File: src/core/vsfs_pkg.sv
// Constants, types and register map of the valley-switch fault sequencer.
// Assumes a single 25 MHz system clock; all timing counts derive from it.
package vsfs_pkg;
    // Clock and times in their own units
    localparam int unsigned CLK_PERIOD_NS = 40;
    localparam int unsigned MIN_PERIOD_NS = 14500;
    localparam int unsigned CATCH_TO_NS = 4000;
    localparam int unsigned AUX_DELAY_NS = 1840;
    localparam int unsigned BLANK_NS = 170;
    localparam int unsigned FAULT_MS = 812;
    // Least times round up, longest times round down
    localparam int unsigned MIN_PERIOD_CYC = (MIN_PERIOD_NS + CLK_PERIOD_NS - 1) / CLK_PERIOD_NS;
    localparam int unsigned CATCH_TO_CYC = CATCH_TO_NS / CLK_PERIOD_NS;
    localparam int unsigned AUX_DELAY_CYC = (AUX_DELAY_NS + CLK_PERIOD_NS - 1) / CLK_PERIOD_NS;
    localparam int unsigned BLANK_CYC = (BLANK_NS + CLK_PERIOD_NS - 1) / CLK_PERIOD_NS;
    localparam int unsigned FAULT_CYC = (FAULT_MS * 1000000) / CLK_PERIOD_NS;
    // Counter widths
    localparam int unsigned CNT_W = 9;
    localparam int unsigned AUX_W = 6;
    localparam int unsigned BLK_W = 3;
    localparam int unsigned FT_W = 25;
    // Register bus
    localparam int unsigned ADDR_W = 4;
    localparam int unsigned DATA_W = 32;
    localparam logic [ADDR_W-1:0] REG_CTRL = 4'h0;
    localparam logic [ADDR_W-1:0] REG_STATUS = 4'h4;
    localparam logic [ADDR_W-1:0] REG_INT_STAT = 4'h8;
    localparam logic [ADDR_W-1:0] REG_INT_MASK = 4'hC;
    // Control fields
    localparam int unsigned CTRL_W = 2;
    localparam int unsigned CTRL_RUN_BIT = 0;
    localparam int unsigned CTRL_HARD_BIT = 1;
    localparam logic [CTRL_W-1:0] CTRL_RESET = 2'h1;
    // Interrupt event bits
    localparam int unsigned INT_W = 4;
    localparam int unsigned INT_OCP = 0;
    localparam int unsigned INT_OVP = 1;
    localparam int unsigned INT_MODE = 2;
    localparam int unsigned INT_RETRY = 3;
    localparam logic [INT_W-1:0] INT_RESET = 4'h0;

    typedef enum logic [2:0] {
        ST_WAIT = 3'b000,
        ST_ON = 3'b001,
        ST_RAMP = 3'b010,
        ST_CATCH = 3'b011,
        ST_FAULT = 3'b100
    } vsfs_state_t;

    // Comparator flags from the analog front end
    typedef struct packed {
        logic valley_detect_flag;
        logic dimmer_below_low;
        logic dimmer_above_high;
        logic switch_current_over;
        logic aux_over;
        logic ramp_cross;
        logic comp_above_min;
    } vsfs_cmp_t;
    localparam int unsigned CMP_W = $bits(vsfs_cmp_t);

    typedef struct packed {
        logic wr;
        logic rd;
        logic [ADDR_W-1:0] addr;
        logic [DATA_W-1:0] wdata;
    } vsfs_bus_t;
endpackage : vsfs_pkg

File: src/core/vsfs_sync.sv
// Two-flop synchronisers, one per comparator flag.
// Assumes each input is a slow level; pulses shorter than a clock may be lost.
`timescale 1ns/1ns
`default_nettype none
module vsfs_sync #(
    parameter int unsigned W = 1
) (
    // Clock and reset
    input wire logic ref_clk_i,
    input wire logic rst_n_i,
    // Data
    input wire logic [W-1:0] d_i,
    output logic [W-1:0] q_o
);
    logic [W-1:0] meta_q;
    genvar gi;
    generate
        for (gi = 0; gi < W; gi++) begin : g_bit
            always_ff @(posedge ref_clk_i or negedge rst_n_i) begin
                if (!rst_n_i) begin
                    meta_q[gi] <= 1'b0;
                    q_o[gi] <= 1'b0;
                end else begin
                    meta_q[gi] <= d_i[gi];
                    q_o[gi] <= meta_q[gi];
                end
            end
        end
    endgenerate
endmodule : vsfs_sync
`default_nettype wire

File: src/core/vsfs_fault_timer.sv
// Shared fault timer: one start pulse runs it for a fixed number of cycles.
// Assumes the caller does not restart it while busy; a restart reloads it.
`timescale 1ns/1ns
`default_nettype none
module vsfs_fault_timer
    import vsfs_pkg::*;
#(
    parameter int unsigned CYCLES = FAULT_CYC
) (
    // Clock and reset
    input wire logic ref_clk_i,
    input wire logic rst_n_i,
    // Control
    input wire logic start_i,
    output logic busy_o,
    output logic done_o
);
    localparam logic [FT_W-1:0] LAST = FT_W'(CYCLES - 1);
    logic [FT_W-1:0] cnt_q;
    wire last_w = busy_o && (cnt_q == LAST);

    always_ff @(posedge ref_clk_i or negedge rst_n_i) begin
        if (!rst_n_i) begin
            cnt_q <= '0;
            busy_o <= 1'b0;
            done_o <= 1'b0;
        end else begin
            done_o <= last_w && !start_i;
            if (start_i) begin
                cnt_q <= '0;
                busy_o <= 1'b1;
            end else if (last_w) begin
                busy_o <= 1'b0;
            end else if (busy_o) begin
                cnt_q <= cnt_q + 1'b1;
            end
        end
    end
endmodule : vsfs_fault_timer
`default_nettype wire

File: src/core/vsfs_top.sv
// Switching-cycle sequencer for a valley-switching flyback controller.
// Assumes asynchronous comparator flags from the analog side, synchronised here, and a plain register port.
// Overview of operation
// - Each on-time ends when the per-cycle triggered ramp crosses the error amplifier level.
// - A turn-on starts a 14.5us minimum-period timer and no turn-on may come before it ends; here a turn-on from the wait state does not wait for it.
// - After that timer the switch turns on at the first valley flag or after the 4us catch timeout.
// - The catch timeout starts as soon as the ramp falls at the end of its rise.
// - Valley switching turns off below the 1V dimmer level and back on above 1.2V.
// - With valley switching off the switch turns on at the fixed ramp period, valley flag ignored; here it turns on at the 4us catch timeout.
// - The auxiliary sense is sampled 1.84us after each gate falling edge.
// - A sampled auxiliary level above its 1.75V threshold is an overvoltage fault.
// - An overvoltage fault holds the switch off 812ms, discharges compensation and stops the loop.
// - When the fault period ends the timer stops and the loop runs again.
// - Each cycle starts with the current sense forced low for 200ns, the 170ns rounded up to five clock cycles.
// - Current sense above 275mV turns the switch off at once for 812ms and discharges compensation.
// - A lasting fault gives hiccup retries every 812ms and normal running once it is gone.
// - The gate stays off until compensation is above the 280mV ramp floor.
//
// The register addresses and strobed register access are this design's own decisions.
`timescale 1ns/1ns
`default_nettype none
module vsfs_top
    import vsfs_pkg::*;
#(
    parameter int unsigned FAULT_CYCLES = FAULT_CYC
) (
    // Clock and reset
    input wire logic ref_clk_i,
    input wire logic rst_n_i,
    // Register port
    input wire vsfs_bus_t bus_i,
    output logic [DATA_W-1:0] rd_data_o,
    // Analog comparator flags
    input wire vsfs_cmp_t cmp_i,
    // Power stage controls
    output logic gate_o,
    output logic ramp_start_o,
    output logic turn_on_blanking_o,
    output logic aux_sample_o,
    output logic comp_discharge_o,
    output logic loop_enable_o,
    // Interrupt
    output logic irq_o
);
    localparam logic [CNT_W-1:0] RAMP_LAST = CNT_W'(MIN_PERIOD_CYC - 1);
    localparam logic [CNT_W-1:0] CATCH_LAST = CNT_W'(CATCH_TO_CYC - 1);
    localparam logic [BLK_W-1:0] BLANK_LOAD = BLK_W'(BLANK_CYC);
    localparam logic [AUX_W-1:0] AUX_LOAD = AUX_W'(AUX_DELAY_CYC);
    localparam logic [BLK_W-1:0] BLK_ONE = 3'h1;
    localparam logic [AUX_W-1:0] AUX_ONE = 6'h01;

    vsfs_state_t st_q;
    vsfs_state_t st_d;
    vsfs_cmp_t cmp_s;
    logic [CMP_W-1:0] cmp_sync;
    logic [CNT_W-1:0] ramp_q;
    logic [CNT_W-1:0] catch_q;
    logic [BLK_W-1:0] blk_cnt_q;
    logic [AUX_W-1:0] aux_cnt_q;
    logic [CTRL_W-1:0] ctrl_q;
    logic [INT_W-1:0] stat_q;
    logic [INT_W-1:0] stat_d;
    logic [INT_W-1:0] mask_q;
    logic valley_en_q;
    logic valley_en_d;
    logic ft_busy;
    logic ft_done;
    logic gate_d;

    // Comparator flags cross into the clock domain here
    vsfs_sync #(
        .W(CMP_W)
    ) u_sync (
        .ref_clk_i(ref_clk_i),
        .rst_n_i(rst_n_i),
        .d_i(cmp_i),
        .q_o(cmp_sync)
    );
    assign cmp_s = vsfs_cmp_t'(cmp_sync);

    // Register decode
    wire wr_ctrl = bus_i.wr && (bus_i.addr == REG_CTRL);
    wire wr_stat = bus_i.wr && (bus_i.addr == REG_INT_STAT);
    wire wr_mask = bus_i.wr && (bus_i.addr == REG_INT_MASK);
    wire run = ctrl_q[CTRL_RUN_BIT];
    wire force_hard = ctrl_q[CTRL_HARD_BIT];

    // Cycle timing terms
    wire in_ramp = (st_q == ST_ON) || (st_q == ST_RAMP);
    wire ramp_end = in_ramp && (ramp_q == RAMP_LAST);
    wire catch_end = (st_q == ST_CATCH) && (catch_q == CATCH_LAST);
    wire use_valley = valley_en_q && !force_hard;
    // Valley flag only counts in the catch window, so the minimum period holds for every turn-on from that window
    wire valley_hit = use_valley && cmp_s.valley_detect_flag;
    wire start_ok = run && cmp_s.comp_above_min;
    wire turn_on = start_ok && ((st_q == ST_WAIT) ||
        ((st_q == ST_CATCH) && (catch_end || valley_hit)));

    // Protection terms
    wire blanked = (blk_cnt_q != '0);
    wire ocp_trip = (st_q == ST_ON) && !blanked && cmp_s.switch_current_over;
    wire ovp_trip = aux_sample_o && cmp_s.aux_over;
    wire fault_trip = (ocp_trip || ovp_trip) && (st_q != ST_FAULT);
    wire mode_chg = (valley_en_d != valley_en_q);

    // Cycle sequencer
    always_comb begin
        st_d = st_q;
        case (st_q)
            ST_WAIT: begin
                if (turn_on) begin
                    st_d = ST_ON;
                end
            end
            ST_ON: begin
                if (ramp_end) begin
                    st_d = ST_CATCH;
                end else if (cmp_s.ramp_cross) begin
                    st_d = ST_RAMP;
                end
            end
            ST_RAMP: begin
                if (ramp_end) begin
                    st_d = ST_CATCH;
                end
            end
            ST_CATCH: begin
                if (turn_on) begin
                    st_d = ST_ON;
                end
            end
            ST_FAULT: begin
                if (ft_done) begin
                    st_d = ST_WAIT;
                end
            end
            default: begin
                st_d = ST_WAIT;
            end
        endcase
        if (fault_trip) begin
            st_d = ST_FAULT;
        end else if (!run && (st_q != ST_FAULT)) begin
            st_d = ST_WAIT;
        end
    end
    assign gate_d = (st_d == ST_ON);

    // Dimmer hysteresis; low level wins if both flags read high
    always_comb begin
        valley_en_d = valley_en_q;
        if (cmp_s.dimmer_below_low) begin
            valley_en_d = 1'b0;
        end else if (cmp_s.dimmer_above_high) begin
            valley_en_d = 1'b1;
        end
    end

    vsfs_fault_timer #(
        .CYCLES(FAULT_CYCLES)
    ) u_fault_timer (
        .ref_clk_i(ref_clk_i),
        .rst_n_i(rst_n_i),
        .start_i(fault_trip),
        .busy_o(ft_busy),
        .done_o(ft_done)
    );

    always_ff @(posedge ref_clk_i or negedge rst_n_i) begin
        if (!rst_n_i) begin
            st_q <= ST_WAIT;
            gate_o <= 1'b0;
            ramp_start_o <= 1'b0;
            comp_discharge_o <= 1'b0;
            loop_enable_o <= 1'b1;
            valley_en_q <= 1'b1;
        end else begin
            st_q <= st_d;
            gate_o <= gate_d;
            ramp_start_o <= turn_on && !fault_trip;
            comp_discharge_o <= (st_d == ST_FAULT);
            loop_enable_o <= (st_d != ST_FAULT);
            valley_en_q <= valley_en_d;
        end
    end

    // Ramp rise and catch window counters
    always_ff @(posedge ref_clk_i or negedge rst_n_i) begin
        if (!rst_n_i) begin
            ramp_q <= '0;
            catch_q <= '0;
        end else begin
            if (turn_on || !in_ramp) begin
                ramp_q <= '0;
            end else if (!ramp_end) begin
                ramp_q <= ramp_q + 1'b1;
            end
            if (st_q != ST_CATCH) begin
                catch_q <= '0;
            end else if (!catch_end) begin
                catch_q <= catch_q + 1'b1;
            end
        end
    end

    // Turn-on blanking and auxiliary sample delay
    always_ff @(posedge ref_clk_i or negedge rst_n_i) begin
        if (!rst_n_i) begin
            blk_cnt_q <= '0;
            turn_on_blanking_o <= 1'b0;
            aux_cnt_q <= '0;
            aux_sample_o <= 1'b0;
        end else begin
            if (gate_d && !gate_o) begin
                blk_cnt_q <= BLANK_LOAD;
            end else if (blanked) begin
                blk_cnt_q <= blk_cnt_q - 1'b1;
            end
            turn_on_blanking_o <= (gate_d && !gate_o) || (blk_cnt_q > BLK_ONE);
            if (gate_o && !gate_d) begin
                aux_cnt_q <= AUX_LOAD;
            end else if (aux_cnt_q != '0) begin
                aux_cnt_q <= aux_cnt_q - 1'b1;
            end
            aux_sample_o <= (aux_cnt_q == AUX_ONE);
        end
    end

    // Sticky events; a new event beats a clear in the same cycle
    wire [INT_W-1:0] ev = {ft_done, mode_chg, ovp_trip && fault_trip, ocp_trip && fault_trip};
    wire [INT_W-1:0] clr = wr_stat ? bus_i.wdata[INT_W-1:0] : '0;
    assign stat_d = (stat_q & ~clr) | ev;

    // Read mux; unmapped addresses read zero
    wire [DATA_W-1:0] status_w = {{(DATA_W-6){1'b0}}, ft_busy, valley_en_q, gate_o, st_q};
    wire [DATA_W-1:0] rd_mux =
        (bus_i.addr == REG_CTRL) ? {{(DATA_W-CTRL_W){1'b0}}, ctrl_q} :
        (bus_i.addr == REG_STATUS) ? status_w :
        (bus_i.addr == REG_INT_STAT) ? {{(DATA_W-INT_W){1'b0}}, stat_q} :
        (bus_i.addr == REG_INT_MASK) ? {{(DATA_W-INT_W){1'b0}}, mask_q} : '0;

    always_ff @(posedge ref_clk_i or negedge rst_n_i) begin
        if (!rst_n_i) begin
            ctrl_q <= CTRL_RESET;
            stat_q <= INT_RESET;
            mask_q <= INT_RESET;
            irq_o <= 1'b0;
            rd_data_o <= '0;
        end else begin
            if (wr_ctrl) begin
                ctrl_q <= bus_i.wdata[CTRL_W-1:0];
            end
            if (wr_mask) begin
                mask_q <= bus_i.wdata[INT_W-1:0];
            end
            stat_q <= stat_d;
            irq_o <= |(stat_q & mask_q);
            rd_data_o <= bus_i.rd ? rd_mux : '0;
        end
    end

    // Helper: cycles since the last turn-on, saturating
    localparam int A_MINP = MIN_PERIOD_CYC - 1;
    localparam int A_CATCH = CATCH_TO_CYC;
    localparam int A_AUX = AUX_DELAY_CYC;
    logic [CNT_W-1:0] per_cnt_q;
    logic seen_q;
    always_ff @(posedge ref_clk_i or negedge rst_n_i) begin
        if (!rst_n_i) begin
            per_cnt_q <= '0;
            seen_q <= 1'b0;
        end else if (gate_d && !gate_o) begin
            per_cnt_q <= '0;
            seen_q <= 1'b1;
        end else if (per_cnt_q != '1) begin
            per_cnt_q <= per_cnt_q + 1'b1;
        end
    end
endmodule : vsfs_top
`default_nettype wire

File: config.mk
export PLATFORM = sky130hd
export DESIGN_NAME = vsfs_top
export DESIGN_NICKNAME = d
export VERILOG_FILES = /design/src/core/vsfs_pkg.sv /design/src/core/vsfs_sync.sv /design/src/core/vsfs_fault_timer.sv /design/src/core/vsfs_top.sv
export SDC_FILE = /design/constraint.sdc
export NUM_CORES = 1
export LEC_CHECK = 0
export ABC_AREA = 1
export ABC_CLOCK_PERIOD_IN_PS = 5100
export BUFFER_PORTS_ARGS = -buffer_cell sky130_fd_sc_hd__buf_2
export CAP_MARGIN = 20
export CORE_MARGIN = 3
export CORE_UTILIZATION = 34
export DETAILED_ROUTE_END_ITERATION = 6
export GPL_TIMING_DRIVEN = 0
export SETUP_SLACK_MARGIN = 0.15
export SLEW_MARGIN = 20
export SYNTH_ARGS = -nofsm -noshare
export SYNTH_HDL_FRONTEND = slang
export SYNTH_SLANG_ARGS = --single-unit
File: constraint.sdc
create_clock -name ref_clk_i -period 5.1 [get_ports ref_clk_i]
set_input_delay 1.02 -clock ref_clk_i [delete_from_list [all_inputs] [get_ports ref_clk_i]]
set_output_delay 1.02 -clock ref_clk_i [all_outputs]
set_load 0.02 [all_outputs]
==> flow_summary.yaml, run 1 <==
setup_path:
  worst_path_max_delay_cell: "dfrtp_1"
  rr_startpoint: "u_fault_timer.cnt_q[0]$_DFFE_PN0P_"
  cpPeakStageDelay_ns: 0.47
  reg2reg_slack_ns: 2.97
  cp_max_fo: 10
  start_kind: "flip-flop"
  ff2ff_path_depth: 9
  path_cells: "ha_1, nand3_4, clkinv_2, nand3_2, o21ai_4, inv_4, buf_6, nand3_1, o21ai_1"
  worstSetupPathType: "reg -> reg"
  reg2reg_to: "u_fault_timer.cnt_q[12]$_DFFE_PN0P_"
  crit_buf_inv: 3
  crit_family: "compound AO/OA/AOI/OAI gates"
  cp-end-kind: "flip-flop"
  arrival_ns: 2.35
  required_ns: 5.33
placement:
  dp_cells: 861
  dp_hpwl_um: 8050
  gp_congestion: 0.918
  io_buffers: 30
  post-place-ws_ns: 2.73
clock_tree:
  post_cts.repair.setup_buffers: 0
  cts_num_sinks: 95
  clk_pin_slew_worst_paths_ns: 0.07
  cts_hold_buffers: 0
  root_buffer: "clkbuf_16"
  ctsResizeCount: 0
  clock_path_buffers: 2
  cts_tree: "yes"
  cts_buffers: 9
  cts.htree.levels: 3
  insertion_delay_ns: 0.35
timing:
  period_share: 0.417
  worstMarginPinSlew_ns: 0.564
  fin_skew_ns: 0.00551
  setup_tns_ns: 0
  fin_ws_ns: 2.97
  drv_slew: 0
  fmax_ghz: 0.470
  hold_viol: 0
  slew_headroom: 0.623
  holdWs_ns: 0.345
  min_period_ns: 2.13
  finalSetupViolCount: 0
  rsz0062_at_grt: "no"
yosys:
  seq_area_frac_synth: 0.477
  netlist_instances: 625
  ys_ff_latch: 95
  avgSynthCellArea_sq_um: 7.99
  syn_area_sq_um: 5000
  synth_cell_type_count: 34
  yosys_warnings: 0
floorplanning:
  num_rows: 43
  fp.dieH_um: 127
  die_w_um: 127
  die_area_sq_um: 16200
  num_io_pins: 86
  core_sq_um: 14100
  initial_core_util: 0.353
global_route:
  antenna_found_initial: 0
  grt_pass1_wl_um: 18400
  grt_max_degree: 59
  grt_pass1_vias: 3927
  grt_usage: 0.139
  overflow: 0
worst_hold_path:
  hold_start: "u_sync.meta_q[6]$_DFF_PN0_"
  hold-path-endpoint: "u_sync.q_o[6]$_DFF_PN0_"
  hold-path-cell-count: 0
  hp-class: "reg -> reg"
cells_and_area:
  area_delta_synth_final_pct: 15.9
  layout_commonest_cell: "nand2_1"
  fin_cells: 877
  drive_gt1_frac: 0.131
  fillers: 1419
  final_nets: 748
  layout_common_cells: "nand2_1 (134), dfrtp_1 (92), inv_1 (83)"
  n_antenna_cell: 0
drt:
  wl_per_cell_um: 12.2
  dr.first_iter.drc_count: 294
  via_per_inst: 4.69
  firstDrtPassIters: 5
  drcViolationCount: 0
  vias: 4109
  antenna_left: 0
  finalWirelength_um: 10700
power:
  finalPower_w: 0.00222
  power_density_nw_per_um2: 384
  leakagePower_nw: 2.91
  ir_worst_vdd_uv: 178
outcome:
  status: "finished, final reports clean"
job:
  drv_cap: 0
## flip-flops by register name (all words and copies together), names as in the netlist, 2 cells and up
register             cells
u_fault_timer.cnt_q     25
catch_q                  9
ramp_q                   9
u_sync.meta_q            7
u_sync.q_o               7
aux_cnt_q                6
rd_data_o                6
mask_q                   4
stat_q                   4
blk_cnt_q                3
st_q                     3
ctrl_q                   2
## where the power goes
group / internal [W] / total (W) / switching [W]
clock: 0.000363 / 0.000665 / 0.000303
sequential: 0.000873 / 0.000968 / 0.0000953
combinational: 0.000206 / 0.000591 / 0.000384
total: 0.00144 / 0.00222 / 0.000782
## kinds of logic (layout without fill, tap and decap cells)
| family | after synthesis | after routing | share of synthesized area |
|---|---|---|---|
| and+or+nand+nor | 309 | 309 | 0.267 |
| muxes | 1 | 1 | 0.00225 |
| xor gates and xnor gates | 25 | 25 | 0.0438 |
| adders and majority gates | 9 | 9 | 0.0225 |
| buffers and inverters | 119 | 166 | 0.114 |
| AOI/OAI and AO/OA | 66 | 66 | 0.0721 |
| other | 1 | 26 | 0.000751 |
| DFF | 95 | 95 | 0.477 |
## cell type report
type | instances | area [sq um] | share of cell area
flip-flops and latches | 95 | 2380 | 0.411
multi-input cells | 436 | 2140 | 0.369
inverters | 85 | 323 | 0.0557
clock buffers | 11 | 253 | 0.0436
plain buffers | 34 | 249 | 0.0430
well taps | 180 | 225 | 0.0389
repair buffers | 31 | 184 | 0.0318
clock inverters | 5 | 38.8 | 0.00670
## metal layers
metal  vias up  routed length, um  global-route usage
met3        16                527              0.0414
met2        92               4940               0.226
met4         0                151              0.0385
met5         -                  0                   0
met1      1913               5090               0.183
li1       2088                  -                   -
## per-stage QoR
stage	cell area (sq um)	utilization
after global placement	5470	0.386
final	5790	0.409
after detailed placement	5500	0.389
after floorplan	5090	-
after CTS	5790	0.409
after global routing	5790	0.409
## synthesized netlist by cell type (all sizes together)
master  count  area, sq um
nand2     135          509
o21ai      38          201
clkbuf      1         3.75
dfrtp      92         2300
nand4      11         68.8
nand3      73          383
ha          9          113
nor2       71          267
mux2        1         11.3
nor3b       2         15.0
o31ai       1         7.51
xnor2       4         35.0
or2         1         6.26
nor3       13         65.1
o22ai       5         31.3
xor2       21          184
inv        84          318
conb        1         3.75
a31oi       2         12.5
a211oi      2         15.0
dfstp       3         78.8
a21boi      1         7.51
a21oi      17         85.1
nand3b      3         22.5
clkinv      1         5.00
buf        33          245
## worst reg2reg max path: cells and delay by family, from the launching register on
family | cells | cell delay, ns
AO/OA/AOI/OAI | 2 | 0.48
AND/OR/NAND/NOR | 3 | 0.33
buffers and inverters | 3 | 0.40
flip-flops | 1 | 0.47
adder cells (fa/ha/maj) | 1 | 0.35
## how the worst max path moves through the flow
stage,slack (ns),to,cells past startpoint,start
after detailed placement,2.73,rd_data_o[1]$_DFF_PN0_,8,bus_i[33]
final,2.97,u_fault_timer.cnt_q[12]$_DFFE_PN0P_,9,u_fault_timer.cnt_q[0]$_DFFE_PN0P_
after global routing,2.85,u_fault_timer.cnt_q[2]$_DFFE_PN0P_,8,u_fault_timer.cnt_q[0]$_DFFE_PN0P_
after floorplan,3.10,rd_data_o[1]$_DFF_PN0_,7,bus_i[33]
after global placement,2.07,u_fault_timer.cnt_q[5]$_DFFE_PN0P_,1,rst_n_i
after CTS,2.97,u_fault_timer.cnt_q[12]$_DFFE_PN0P_,9,u_fault_timer.cnt_q[0]$_DFFE_PN0P_
No activity file was read; power rests on OpenSTA's default activity.
==> run 2: changes to the inputs <==
--- a/config.mk
+++ b/config.mk
@@ -6,7 +6,7 @@
 export NUM_CORES = 1
 export LEC_CHECK = 0
 export ABC_AREA = 1
-export ABC_CLOCK_PERIOD_IN_PS = 5100
+export ABC_CLOCK_PERIOD_IN_PS = 2000
 export BUFFER_PORTS_ARGS = -buffer_cell sky130_fd_sc_hd__buf_2
 export CAP_MARGIN = 20
 export CORE_MARGIN = 3
==> constraint.sdc (replaced) <==
create_clock -name ref_clk_i -period 2 [get_ports ref_clk_i]
set_input_delay 0.4 -clock ref_clk_i [delete_from_list [all_inputs] [get_ports ref_clk_i]]
set_output_delay 0.4 -clock ref_clk_i [all_outputs]
set_load 0.02 [all_outputs]
==> flow_summary.yaml, run 2 (synthesized netlist as in run 1, its figures left out) <==
timing:
  fmax_ghz: 0.567
  rsz0062_at_grt: "no"
  finalSetupViolCount: 0
  hold_viol: 0
  period_share: 0.882
  drv_slew: 0
  fin_ws_ns: 0.236
  fin_skew_ns: 0.00648
  min_period_ns: 1.76
floorplanning:
  die_area_sq_um: 16200
  initial_core_util: 0.353
  num_rows: 43
  die_w_um: 127
  fp.dieH_um: 127
  num_io_pins: 86
  core_sq_um: 14100
placement:
  io_buffers: 30
  dp_hpwl_um: 8050
  gp_congestion: 0.918
  post-place-ws_ns: -0.103
  placed_area_sq_um: 5500
global_route:
  grt_pass1_wl_um: 18600
  overflow: 0
  grt_max_degree: 59
  antenna_found_initial: 0
  grt_pass1_vias: 3949
  grt_usage: 0.140
setup_path:
  path_depth: 9
  endpoint: "u_fault_timer.cnt_q[12]$_DFFE_PN0P_"
  critPathLaunch: "u_fault_timer.cnt_q[0]$_DFFE_PN0P_"
  crit_family: "flip-flops"
  worstSetupPathType: "reg -> reg"
  cpPeakStageDelay_ns: 0.44
  reg2reg_to: "u_fault_timer.cnt_q[12]$_DFFE_PN0P_"
  crit_buf_inv: 3
  required_ns: 2.22
  path_cells: "ha_4, nand3_4, inv_4, nand3_4, o21ai_4, inv_4, buf_8, nand3_1, o21ai_1"
  ff2ff_path_depth: 9
  worst_path_max_delay_cell: "dfrtp_2"
  cp_max_fo: 10
  arrival_ns: 1.99
  reg2reg_slack_ns: 0.24
  rr_startpoint: "u_fault_timer.cnt_q[0]$_DFFE_PN0P_"
  cp-end-kind: "flip-flop"
  start_kind: "flip-flop"
cells_and_area:
  top_register: "u_fault_timer.cnt_q"
  drive_gt1_frac: 0.168
  largest_reg_flops: 25
  layout_commonest_cell: "nand2_1"
  layout_common_cells: "nand2_1 (129), dfrtp_1 (90), inv_1 (81)"
  fillers: 1404
  final_nets: 761
  area_delta_synth_final_pct: 19.7
  reg.largest.list: "u_fault_timer.cnt_q: 25 flops, catch_q: 9 flops, ramp_q: 9 flops"
  final_area_sq_um: 5980
  n_antenna_cell: 0
clock_tree:
  cts_num_sinks: 95
  root_buffer: "clkbuf_16"
  insertion_delay_ns: 0.35
  cts_buffers: 9
  clock_path_buffers: 2
  cts_tree: "yes"
  clk_pin_slew_worst_paths_ns: 0.07
  cts.htree.levels: 3
outcome:
  status: "finished, final reports clean"
power:
  leakagePower_nw: 2.99
  ir_worst_vdd_uv: 479
  finalPower_w: 0.00588
  power_density_nw_per_um2: 984
drt:
  wl_per_cell_um: 12.2
  vias: 4182
  via_per_inst: 4.70
  drcViolationCount: 0
  antenna_left: 0
  dr.first_iter.drc_count: 328
  firstDrtPassIters: 5
  finalWirelength_um: 10900
job:
  drv_cap: 0
worst_hold_path:
  hp-class: "in -> reg"
  hold-path-cell-count: 1
[run 2: power by group]
part	switching [W]	internal, W	leakage [nW]
Sequential	0.000254	0.00223	1.23
Clock	0.000769	0.000925	0.148
Combinational	0.00104	0.000662	1.62
Total	0.00207	0.00382	2.99
[run 2: cell type report]
class | count | area [sq um] | share of cell area
Sequential cell | 95 | 2380 | 0.399
Multi-Input combinational cell | 436 | 2210 | 0.369
Inverter | 85 | 324 | 0.0542
Timing Repair Buffer | 44 | 284 | 0.0475
Buffer | 34 | 267 | 0.0446
Clock buffer | 11 | 253 | 0.0423
Tap cell | 180 | 225 | 0.0377
Clock inverter | 5 | 38.8 | 0.00649
[run 2: per-layer routing]
metal | vias up | global-route usage | part of all wire
met3 | 17 | 0.0414 | 0.049
met4 | 0 | 0.0379 | 0.015
met5 | - | 0 | 0
met2 | 96 | 0.229 | 0.47
li1 | 2118 | - | -
met1 | 1951 | 0.183 | 0.47
[run 2: per-stage QoR]
step / utilization / instances / TNS, ns / hold WS, ns
floorplan: - / 650 / 0 / 0.104
global placement: 0.386 / 860 / -38.56 / 0.335
detailed placement: 0.389 / 861 / -1.99 / 0.329
CTS: 0.411 / 880 / 0 / 0.144
global route: 0.423 / 890 / 0 / 0.143
finish: 0.423 / 890 / 0 / 0.154
[run 2: repair_timing]
| item | 4_1_cts | 5_1_grt |
|---|---|---|
| buffers inserted | 2 | 10 |
| endpoints found under the setup margin | 29 | 38 |
| gates resized for setup | 3 | 28 |
| hold buffers | 1 | 0 |
| endpoints found under the hold margin | 36 | 0 |
| pin swaps | 1 | 4 |
[run 2: how the worst min path moves through the flow]
stage | from | to | slack, ns
detailed placement | rst_n_i | rd_data_o[3]$_DFF_PN0_ | 0.33
global route | cmp_i[4] | u_sync.meta_q[4]$_DFF_PN0_ | 0.14
global placement | u_sync.meta_q[6]$_DFF_PN0_ | u_sync.q_o[6]$_DFF_PN0_ | 0.34
floorplan | rst_n_i | aux_cnt_q[0]$_DFFE_PN0P_ | 0.10
CTS | cmp_i[3] | u_sync.meta_q[3]$_DFF_PN0_ | 0.14
finish | cmp_i[3] | u_sync.meta_q[3]$_DFF_PN0_ | 0.15
[run 2: worst reg2reg max path, stage by stage, from the launching register on]
cell and delay, ns:
dfrtp_2 0.44, ha_4 0.19, nand3_4 0.11, inv_4 0.11, nand3_4 0.09, o21ai_4 0.30, inv_4 0.11, buf_8 0.16
nand3_1 0.07, o21ai_1 0.07
==> run 3: changes to the inputs <==
--- a/config.mk
+++ b/config.mk
@@ -11,8 +11,10 @@
 export CAP_MARGIN = 20
 export CORE_MARGIN = 3
 export CORE_UTILIZATION = 34
+export CTS_BUF_LIST = sky130_fd_sc_hd__clkbuf_8
 export DETAILED_ROUTE_END_ITERATION = 6
 export GPL_TIMING_DRIVEN = 0
+export MAX_ROUTING_LAYER = met4
 export SETUP_SLACK_MARGIN = 0.15
 export SLEW_MARGIN = 20
 export SYNTH_ARGS = -nofsm -noshare
==> flow_summary.yaml, run 3 (synthesized netlist as in run 1, its figures left out) <==
outcome:
  status: "finished, final reports clean"
cells_and_area:
  multiInputGateArea_sq_um: 2210
  final_nets: 756
  drive_gt1_frac: 0.166
  fin_util: 0.417
  layout_commonest_cell: "nand2_1"
  layout_common_cells: "nand2_1 (127), dfrtp_1 (91), inv_1 (82)"
  top_register: "u_fault_timer.cnt_q"
  ff_latch_area_sq_um: 2380
  fillers: 1450
  area_delta_synth_final_pct: 18.1
  n_antenna_cell: 0
  largest_reg_flops: 25
  reg.largest.list: "u_fault_timer.cnt_q: 25 flops, catch_q: 9 flops, ramp_q: 9 flops"
global_route:
  grt_max_degree: 54
  overflow: 0
  antenna_found_initial: 0
  grt_pass1_wl_um: 19200
  grt_usage: 0.151
  grt_pass1_vias: 4089
drt:
  via_per_inst: 4.75
  vias: 4201
  wl_per_cell_um: 12.9
  antenna_left: 0
  finalWirelength_um: 11400
  drcViolationCount: 0
  firstDrtPassIters: 6
  dr.first_iter.drc_count: 212
setup_path:
  required_ns: 2.26
  cp_max_fo: 10
  arrival_ns: 1.98
  start_kind: "flip-flop"
  cp-end-kind: "flip-flop"
  worstSetupPathType: "reg -> reg"
timing:
  hold_viol: 0
  min_period_ns: 1.72
  finalSetupViolCount: 0
  fin_ws_ns: 0.281
  rsz0062_at_grt: "no"
  fmax_ghz: 0.582
  setup_tns_ns: 0
  period_share: 0.859
  holdWs_ns: 0.110
  fin_skew_ns: 0.0167
  drv_slew: 0
worst_hold_path:
  hp-class: "in -> reg"
power:
  p_clk_frac: 0.259
  power_frac_comb: 0.302
  switching_share: 0.360
  switchingPower_w: 0.00203
  power_density_nw_per_um2: 958
  leakagePower_nw: 2.94
  seqPwrFrac: 0.440
  ir_worst_vdd_uv: 531
  p_int_w: 0.00362
  finalPower_w: 0.00565
clock_tree:
  cts_buffers: 9
  cts_tree: "yes"
  cts.htree.levels: 3
  insertion_delay_ns: 0.39
  root_buffer: "clkbuf_8"
  cts_num_sinks: 95
  clk_pin_slew_worst_paths_ns: 0.10
  clock_path_buffers: 2
floorplanning:
  core_sq_um: 14100
  die_area_sq_um: 16200
  initial_core_util: 0.353
  num_rows: 43
  fp.dieH_um: 127
  die_w_um: 127
  num_io_pins: 86
placement:
  gp_congestion: 0.902
  dp_hpwl_um: 8410
  io_buffers: 30
  post-place-ws_ns: -0.0774
job:
  drv_cap: 0
[run 3: changes by cell type in the layout (fill, tap and decap cells not counted), sizes merged]
cell	delta
buf	-5
bufinv	+2
clkbuf	-1
clkinv	-1
[run 3: cell type report]
cell class              instances  share of cell area
clock inverters                 6              0.0153
well taps                     180              0.0382
flip-flops and latches         95               0.404
plain buffers                  34              0.0452
multi-input cells             436               0.375
clock buffers                  10              0.0233
inverters                      85              0.0549
repair buffers                 39              0.0439
[run 3: what timing repair did]
item / CTS / global route
hold buffers: 1 / 0
buffers inserted: 2 / 5
setup endpoints to repair: 33 / 37
gates resized for setup: 7 / 28
endpoints found under the hold margin: 41 / 0
pin swaps: 1 / 6
[run 3: per-stage QoR]
stage / cells / cell area (sq um)
final: 885 / 5900
after global routing: 885 / 5900
after floorplan: 650 / 5090
after global placement: 860 / 5470
after detailed placement: 861 / 5500
after CTS: 880 / 5780
[run 3: critical path: stages (launching register included)]
cell	delay [ns]
dfrtp_2	0.45
ha_4	0.20
nand3_4	0.11
inv_4	0.09
nand3_2	0.10
o21ai_4	0.18
buf_12	0.13
inv_4	0.05
buf_6	0.14
nand3_1	0.06
o21ai_1	0.07
[run 3: per-layer routing]
layer	vias up	share of wire	GRT usage
li1	2099	-	-
met1	1999	0.46	0.185
met2	81	0.47	0.244
met3	22	0.047	0.0410
met4	0	0.022	0.0492
met5	-	0	-
[run 3: final timing paths]
| kind | from | endpoint | slack [ns] | depth (start not counted) |
|---|---|---|---|---|
| worst max-delay path | u_fault_timer.cnt_q[0]$_DFFE_PN0P_ | u_fault_timer.cnt_q[13]$_DFFE_PN0P_ | 0.28 | 10 |
| worst min-delay path | cmp_i[0] | u_sync.meta_q[0]$_DFF_PN0_ | 0.11 | 1 |
| worst max register to register | u_fault_timer.cnt_q[0]$_DFFE_PN0P_ | u_fault_timer.cnt_q[13]$_DFFE_PN0P_ | 0.28 | 10 |
| worst min register to register | u_sync.meta_q[4]$_DFF_PN0_ | u_sync.q_o[4]$_DFF_PN0_ | 0.35 | 0 |
| max in group asynchronous | rst_n_i | loop_enable_o$_DFF_PN1_ | 0.87 | 3 |
| min in group asynchronous | rst_n_i | rd_data_o[1]$_DFF_PN0_ | 0.49 | 2 |
[run 3: power groups by stage]
stage / clock network (W) / registers, W / logic (W)
after CTS: 0.00152 / 0.00247 / 0.00161
final: 0.00146 / 0.00248 / 0.00170
after global routing: 0.00160 / 0.00252 / 0.00194
after global placement: 0 / 0.00250 / 0.00146
after detailed placement: 0 / 0.00250 / 0.00153
after floorplan: 0 / 0.00251 / 0.00108
